$ cat config.mk
export PLATFORM = sky130hd
export DESIGN_NAME = gdc_ctrl
export DESIGN_NICKNAME = d
export VERILOG_FILES = /design/src/logic/gdc_pkg.sv /design/src/logic/gdc_ctrl.sv
export SDC_FILE = /design/constraint.sdc
export NUM_CORES = 1
export LEC_CHECK = 0
export BUFFER_PORTS_ARGS = -buffer_cell sky130_fd_sc_hd__buf_4
export CORE_MARGIN = 4
export CORE_UTILIZATION = 50
export CTS_BUF_LIST = sky130_fd_sc_hd__clkbuf_8
export DETAILED_ROUTE_END_ITERATION = 10
export GPL_TIMING_DRIVEN = 0
export PLACE_DENSITY = 0.67
export SETUP_SLACK_MARGIN = 0.1
export SYNTH_ARGS = -nofsm -noshare
export SYNTH_HDL_FRONTEND = slang
export SYNTH_SLANG_ARGS = --single-unit
$ cat constraint.sdc
create_clock -name clk_in -period 2.8 [get_ports clk_in]
set_clock_uncertainty 0.15 [all_clocks]
set_input_delay 0.56 -clock clk_in [delete_from_list [all_inputs] [get_ports clk_in]]
set_output_delay 0.56 -clock clk_in [all_outputs]
set_load 0.03 [all_outputs]
$ cat src/logic/gdc_pkg.sv
// Purpose: shared constants and types for the gate driver input controller
// Assumes: 40 MHz clock
// Notes: times in ns, counts derived from the clock rate
package gdc_pkg;
  localparam int CLK_PERIOD_NS = 25;
  localparam int DEGLITCH_NS = 40;
  // a pulse must outlast the driver filter, so round up and add one cycle of margin
  localparam int DEGLITCH_CYC = (DEGLITCH_NS + CLK_PERIOD_NS - 1) / CLK_PERIOD_NS + 1;
  localparam int FAULT_MUTE_NS_DEF = 10000;
  localparam int RESET_PULSE_NS = 1000;
  localparam int RESET_PULSE_CYC = (RESET_PULSE_NS + CLK_PERIOD_NS - 1) / CLK_PERIOD_NS;
  localparam int CNT_W = 16;

  typedef struct packed {
    logic pos;
    logic neg;
  } gdc_cmd_t;

  typedef enum logic [1:0] {
    GDC_RUN,
    GDC_MUTE,
    GDC_CLEAR,
    GDC_OFF
  } gdc_state_t;
endpackage : gdc_pkg

$ cat src/logic/gdc_ctrl.sv
// Purpose: controller that drives the isolated gate driver command and reset/enable pins
// Assumes: inputs synchronous to clk_in; fault and ready pins open-drain with pull-ups
// Notes: the fault clear is an active-low pulse on reset/enable after the mute time
`timescale 1ns/10ps
`default_nettype none
module gdc_ctrl
  import gdc_pkg::*;
#(
  parameter int FAULT_MUTE_NS = FAULT_MUTE_NS_DEF,
  parameter int MUTE_CYC = (FAULT_MUTE_NS + CLK_PERIOD_NS - 1) / CLK_PERIOD_NS
) (
  input wire logic clk_in,
  input wire logic reset_in,
  input wire logic enable_in,
  input wire logic pwm_own_in,
  input wire logic pwm_opp_in,
  input wire logic use_interlock_in,
  input wire logic auto_reset_in,
  input wire logic invert_mode_in,
  input wire logic fault_alert_n_in,
  input wire logic ready_in,
  output logic cmd_pos_out,
  output logic cmd_neg_out,
  output logic rst_en_out,
  output logic fault_seen_out,
  output logic supply_ok_out,
  output logic busy_out
);
  gdc_state_t state, next_state;
  logic [CNT_W-1:0] cnt, next_cnt;
  gdc_cmd_t cmd, next_cmd;
  logic [CNT_W-1:0] hold_pos, next_hold_pos;
  logic [CNT_W-1:0] hold_neg, next_hold_neg;
  logic rst_en, next_rst_en;
  logic fault_seen, next_fault_seen;
  logic supply_ok, next_supply_ok;
  logic busy, next_busy;
  gdc_cmd_t want;
  logic fault_low;

  // wide enough pulses only; a change is held for the filter length
  function automatic logic [CNT_W-1:0] dec_sat(input logic [CNT_W-1:0] v);
    dec_sat = (v == '0) ? v : v - 16'h0001;
  endfunction : dec_sat

  always_comb begin
    fault_low = ~fault_alert_n_in;
    want.pos = pwm_own_in;
    want.neg = use_interlock_in ? pwm_opp_in : 1'b0;
    if (want.pos && want.neg) begin
      want.pos = 1'b0;
    end
  end

  always_comb begin
    next_cmd = cmd;
    next_hold_pos = dec_sat(hold_pos);
    next_hold_neg = dec_sat(hold_neg);
    // a change is only allowed after the last one has lived long enough
    if (want.pos != cmd.pos && hold_pos == '0) begin
      next_cmd.pos = want.pos;
      next_hold_pos = CNT_W'(DEGLITCH_CYC - 1);
    end
    if (want.neg != cmd.neg && hold_neg == '0) begin
      next_cmd.neg = want.neg;
      next_hold_neg = CNT_W'(DEGLITCH_CYC - 1);
    end
    // one pin may not rise while the other is still pinned high by its window
    if (next_cmd.pos && next_cmd.neg) begin
      if (cmd.pos) begin
        next_cmd.neg = cmd.neg;
        next_hold_neg = dec_sat(hold_neg);
      end else begin
        next_cmd.pos = cmd.pos;
        next_hold_pos = dec_sat(hold_pos);
      end
    end
  end

  always_comb begin
    next_state = state;
    next_cnt = dec_sat(cnt);
    next_rst_en = rst_en;
    next_fault_seen = fault_seen;
    next_busy = 1'b0;
    // released ready pin reads high through its pull-up: supply good
    next_supply_ok = ready_in;
    unique case (state)
      GDC_OFF: begin
        next_rst_en = 1'b0;
        if (enable_in && cnt == '0) begin
          next_state = GDC_RUN;
          next_rst_en = 1'b1;
          next_cnt = CNT_W'(DEGLITCH_CYC);
        end
      end
      GDC_RUN: begin
        // auto reset follows pwm; pwm pulses wider than filter are assumed
        if (auto_reset_in) begin
          next_rst_en = invert_mode_in ? ~pwm_own_in : pwm_own_in;
        end else begin
          next_rst_en = 1'b1;
        end
        if (!enable_in) begin
          next_state = GDC_OFF;
          next_rst_en = 1'b0;
          next_cnt = CNT_W'(DEGLITCH_CYC);
        end else if (fault_low && !auto_reset_in) begin
          next_state = GDC_MUTE;
          next_fault_seen = 1'b1;
          next_cnt = CNT_W'(MUTE_CYC);
        end else if (fault_low) begin
          next_fault_seen = 1'b1;
        end
      end
      GDC_MUTE: begin
        next_busy = 1'b1;
        if (cnt == '0) begin
          next_state = GDC_CLEAR;
          next_rst_en = 1'b0;
          next_cnt = CNT_W'(RESET_PULSE_CYC);
        end
      end
      GDC_CLEAR: begin
        next_busy = 1'b1;
        next_rst_en = 1'b0;
        if (cnt == '0) begin
          next_state = GDC_RUN;
          next_rst_en = enable_in;
          next_fault_seen = 1'b0;
          next_cnt = CNT_W'(DEGLITCH_CYC);
        end
      end
    endcase
  end

  always_ff @(posedge clk_in) begin
    if (reset_in) begin
      state <= GDC_OFF;
      cnt <= '0;
      cmd <= '0;
      hold_pos <= '0;
      hold_neg <= '0;
      rst_en <= 1'b0;
      fault_seen <= 1'b0;
      supply_ok <= 1'b0;
      busy <= 1'b0;
    end else begin
      state <= next_state;
      cnt <= next_cnt;
      cmd <= next_cmd;
      hold_pos <= next_hold_pos;
      hold_neg <= next_hold_neg;
      rst_en <= next_rst_en;
      fault_seen <= next_fault_seen;
      supply_ok <= next_supply_ok;
      busy <= next_busy;
    end
  end

  assign cmd_pos_out = cmd.pos;
  assign cmd_neg_out = cmd.neg;
  assign rst_en_out = rst_en;
  assign fault_seen_out = fault_seen;
  assign supply_ok_out = supply_ok;
  assign busy_out = busy;

  property p_no_overlap;
    @(posedge clk_in) disable iff (reset_in) !(cmd.pos && cmd.neg);
  endproperty
  a_no_overlap: assert property (p_no_overlap) else $error("pos and neg both high");

  property p_neg_tied;
    @(posedge clk_in) disable iff (reset_in)
      (!use_interlock_in && hold_neg == '0) |=> !cmd.neg || use_interlock_in;
  endproperty
  a_neg_tied: assert property (p_neg_tied) else $error("neg not tied low");

  property p_pos_width;
    @(posedge clk_in) disable iff (reset_in)
      $rose(cmd.pos) |-> cmd.pos [*2];
  endproperty
  a_pos_width: assert property (p_pos_width) else $error("short pos pulse");

  property p_neg_width;
    @(posedge clk_in) disable iff (reset_in)
      $fell(cmd.neg) |-> !cmd.neg [*2];
  endproperty
  a_neg_width: assert property (p_neg_width) else $error("short neg gap");

  property p_mute_hold;
    @(posedge clk_in) disable iff (reset_in)
      (state == GDC_MUTE && cnt != '0) |-> rst_en ##1 (state == GDC_MUTE && rst_en);
  endproperty
  a_mute_hold: assert property (p_mute_hold) else $error("reset during mute");

  property p_clear_low;
    @(posedge clk_in) disable iff (reset_in)
      (state == GDC_MUTE && cnt == '0) |=> !rst_en_out && state == GDC_CLEAR;
  endproperty
  a_clear_low: assert property (p_clear_low) else $error("no clear pulse");

  property p_disable;
    @(posedge clk_in) disable iff (reset_in)
      (state == GDC_RUN && !enable_in) |=> !rst_en;
  endproperty
  a_disable: assert property (p_disable) else $error("enable not dropped");

  property p_auto;
    @(posedge clk_in) disable iff (reset_in)
      (state == GDC_RUN && enable_in && auto_reset_in && !fault_low && !invert_mode_in)
        |=> rst_en == $past(pwm_own_in);
  endproperty
  a_auto: assert property (p_auto) else $error("auto reset not following pwm");
endmodule : gdc_ctrl
`default_nettype wire

==> metrics.log <==
INFO  metric final_max_slew_viol_count = 0
INFO  metric finalCriticalPeriod = between 2 and 2.5 ns
INFO  metric place.detailed.hpwl = ~4.6 mm
INFO  metric cts_sinks = between 50 and 60
INFO  metric worst_ep_arrival_time = approximately 2.4 ns
INFO  metric grt_overflow = 0
INFO  metric htree_num_levels = 2
INFO  metric cts_tree = done
INFO  metric core_region_area = between 0.005 and 0.006 sq mm
INFO  metric dr_wl_cell = approximately 14 microns
INFO  metric async_flop_share = 0%
INFO  metric worst_setup_path_start = cnt[12]
INFO  metric antenna-diode-count = 0
INFO  metric r2r-start = cnt[12]
INFO  metric final_critical_path_setup_slack = roughly 0.47 ns
INFO  metric cts_buffer_depth = 2
INFO  metric total_leakage_power = 1.26 nW
INFO  metric globalplace.congestion = about 0.81
INFO  metric fill_cells = ~560
INFO  metric clock_latency = between 0.3 and 0.4 ns
INFO  metric number_of_enable_type_register_cells_in_the_synthesized_netlist = 0
INFO  metric grt_setup_unrepaired = no
INFO  metric synth.area.top_cells = sky130_fd_sc_hd__dfxtp_1 37%, sky130_fd_sc_hd__nor2_1 6.5%, sky130_fd_sc_hd__xnor2_1 4.9%
INFO  metric utilization_after_layout = between 50% and 60%
INFO  metric antenna_found_initial = 0
INFO  metric grt_start_max_net_pins = 17
INFO  metric dieArea = 0.00736 sq mm
INFO  metric grt_pass1_vias = about 2400
INFO  metric drv.max_cap_violation_count = 0
INFO  metric hold_viol = 0
INFO  metric synthesis.nets = between 300 and 400
INFO  metric cp.required = ~2.9 ns
INFO  metric cell_area_power_density = between 1000 and 1500 mW/mm^2
INFO  metric syn_to_final_growth = 9.89%
INFO  metric final-setup-viol-count = 0
INFO  metric netlist.top_cell.by_area = sky130_fd_sc_hd__dfxtp_1
INFO  metric synth.ff_latch_count = 56
INFO  metric synthesized_instance_count = 361
INFO  metric max_freq = approximately 430 MHz
INFO  metric vias_per_cell = between 5 and 6
INFO  metric worst_pin_slew = between 0.5 and 0.6 ns
INFO  metric globalRouteTotalUtil = 18.1%
INFO  metric cp-endpoint = cnt[0]
INFO  metric syn-mean-instance-area = roughly 8.4 sq um
INFO  metric detail_route.iter0.violations = just over 80
INFO  metric path_class_of_the_lowest_slack_min_delay_path = primary input to register
INFO  metric layout_common_cells = 56 x sky130_fd_sc_hd__dfxtp_1, 52 x sky130_fd_sc_hd__nor2_1, 28 x sky130_fd_sc_hd__a21oi_1
INFO  metric synthDominantCellAreaShare = a little under two fifths
INFO  metric boundaryPins = 16
INFO  metric ys_seq_area_share = between 30% and 40%
INFO  metric cts_hold_buffers = 0
INFO  metric dr_total_vias = 2600
INFO  metric synth.distinct_cells = a little under 60
INFO  metric final_layout_size_suffix_gt1_share = around an eighth
INFO  metric worstSetupPathType = register to register
INFO  metric setup.reg_to_reg.worst_slack = about 0.47 ns
INFO  metric numCtsBuffers = 5
INFO  metric dp_slack = around 0.26 ns
INFO  metric cts_root_buf = sky130_fd_sc_hd__clkbuf_8
INFO  metric count_of_port_buffers_added_during_placement = 14
INFO  metric final_nets = roughly 400
INFO  metric totalPowerFinal = 4.24 mW
INFO  metric worst_ir_drop_vdd = about 0.00072 V
INFO  metric setup_total_negative_slack = 0 ns
INFO  metric worst_setup_hold_path_clk_slew = 0.10 ns
INFO  metric detail-route-antenna-nets = 0
INFO  metric chipHeight = 85.8 microns
INFO  metric layout.cells.most_common = sky130_fd_sc_hd__dfxtp_1
INFO  metric outcome = finished, final reports clean
INFO  metric initial_utilization = around half
INFO  metric drc = 0
INFO  metric wire_length_of_the_first_global_routing_pass = about 11 mm
INFO  metric area_used_by_multi_input_combinational_logic = 0.00180 sq mm
INFO  metric detailed_route_wire_length = between 6 and 7 mm
INFO  metric crit_path_start_kind = register
INFO  metric relSlewSlack = around three fifths
INFO  metric rr_endpoint = cnt[0]
INFO  metric floorplan.die.width = between 80 and 90 microns
INFO  metric r2r.worst_path.cells = 6
INFO  metric yosys_most_used_dff = sky130_fd_sc_hd__dfxtp_1
INFO  metric cp-end-kind = register
INFO  metric ys.warnings.count = 0
INFO  metric post-route-period-util = between 80% and 90%
INFO  metric detailedRoute.firstPassIterationCount = 4
INFO  metric max_fo_critical_path = 5
INFO  metric cell_area_after_synthesis = approximately 0.0030 sq mm
INFO  metric std_cell_rows = 28
INFO  metric seq_area = 0.00112 sq mm
## report_power, final
group	leakage [nW]	internal (mW)	switching, mW
registers	0.459	1.08	0.270
logic	0.750	1.05	1.38
clock network	0.0510	0.198	0.263
total	1.26	2.32	1.91
## sequential cells by signal (all words and copies together), names as in the netlist
signal and flops:
cnt 16, hold_neg 16, hold_pos 16, state 2, busy_out 1, cmd_neg_out 1
cmd_pos_out 1, fault_seen_out 1, rst_en_out 1, supply_ok_out 1
## area by class of cell
type / count / area share (%)
Multi-Input combinational cell: 280 / 54.1
Sequential cell: 56 / 33.7
Timing Repair Buffer: 14 / 3.16
Tap cell: 75 / 2.82
Clock buffer: 6 / 2.48
Buffer: 12 / 1.96
Inverter: 13 / 1.47
Clock inverter: 2 / 0.301
## through the flow
stage                     instances  hold WS [ns]  instance area [sq um]
after detailed placement        450         0.316                   3220
after global routing            458         0.293                   3320
final                           458         0.308                   3320
after global placement          450         0.315                   3220
after CTS                       458         0.303                   3320
after floorplan                 361         0.284                   3020
## timing repair
action                                 in CTS  in global routing
buffers inserted                            0                  0
resized for setup                           0                  2
endpoints found under the hold margin       0                  0
setup endpoints to repair                   0                  1
## worst min-delay path by stage
stage / cells past startpoint / start / endpoint
6_report: 2 / ready_in / supply_ok_out
5_1_grt: 2 / ready_in / supply_ok_out
4_1_cts: 2 / ready_in / supply_ok_out
3_5_place_dp: 1 / hold_neg[0] / hold_neg[0]
3_3_place_gp: 1 / hold_neg[0] / hold_neg[0]
2_1_floorplan: 1 / hold_neg[0] / hold_neg[0]
## synth_stat cells (2+ instances only)
cell	n
sky130_fd_sc_hd__dfxtp_1	56
sky130_fd_sc_hd__nor2_1	52
sky130_fd_sc_hd__a21oi_1	28
sky130_fd_sc_hd__nor3_1	24
sky130_fd_sc_hd__xnor2_1	17
sky130_fd_sc_hd__o21ai_0	14
sky130_fd_sc_hd__inv_1	13
sky130_fd_sc_hd__nand2_1	13
sky130_fd_sc_hd__or3_1	13
sky130_fd_sc_hd__ha_1	11
sky130_fd_sc_hd__xor2_1	10
sky130_fd_sc_hd__nand3_1	8
sky130_fd_sc_hd__clkbuf_1	7
sky130_fd_sc_hd__nor2b_1	7
sky130_fd_sc_hd__nor4_1	7
sky130_fd_sc_hd__o211ai_1	7
sky130_fd_sc_hd__or4_1	6
sky130_fd_sc_hd__a31oi_1	4
sky130_fd_sc_hd__and2_1	4
sky130_fd_sc_hd__mux2i_1	4
sky130_fd_sc_hd__nand2b_1	4
sky130_fd_sc_hd__a211oi_1	3
sky130_fd_sc_hd__nand4_1	3
sky130_fd_sc_hd__nor4_2	3
sky130_fd_sc_hd__a2111oi_0	2
sky130_fd_sc_hd__and4_1	2
sky130_fd_sc_hd__buf_4	2
sky130_fd_sc_hd__nand3b_1	2
sky130_fd_sc_hd__nor4b_1	2
sky130_fd_sc_hd__o21ai_1	2
sky130_fd_sc_hd__o31ai_1	2
sky130_fd_sc_hd__or2_2	2
sky130_fd_sc_hd__or3_4	2
## logic make-up (layout without fill, tap and decap cells)
kind of cell / count (synthesis) / in the layout / share of synthesized area [%]
AOI/OAI and AO/OA: 76 / 76 / 15.8
buffers and inverters: 25 / 47 / 3.77
xor gates and xnor gates: 27 / 27 / 7.82
muxes: 4 / 4 / 1.32
adders and majority gates: 11 / 11 / 4.55
DFF: 56 / 56 / 37.1
and+or+nand+nor: 162 / 162 / 29.7
## worst max-delay path, cell delays in order, from the launching register on
cell and delay [ns]:
sky130_fd_sc_hd__dfxtp_1 0.36, sky130_fd_sc_hd__nor4_1 0.53, sky130_fd_sc_hd__nand4_1 0.22, sky130_fd_sc_hd__ha_1 0.23
sky130_fd_sc_hd__a2111oi_1 0.42, sky130_fd_sc_hd__a21oi_1 0.13, sky130_fd_sc_hd__o21ba_2 0.20
## metal layers
metal	GRT usage, %	up-vias	wire (microns)
met1	23.5	1217	2970
met2	30.4	40	3000
met5	0	-	0
met4	5.47	0	85
li1	-	1335	-
met3	3.46	8	215
(Power assumes the default switching activity.)
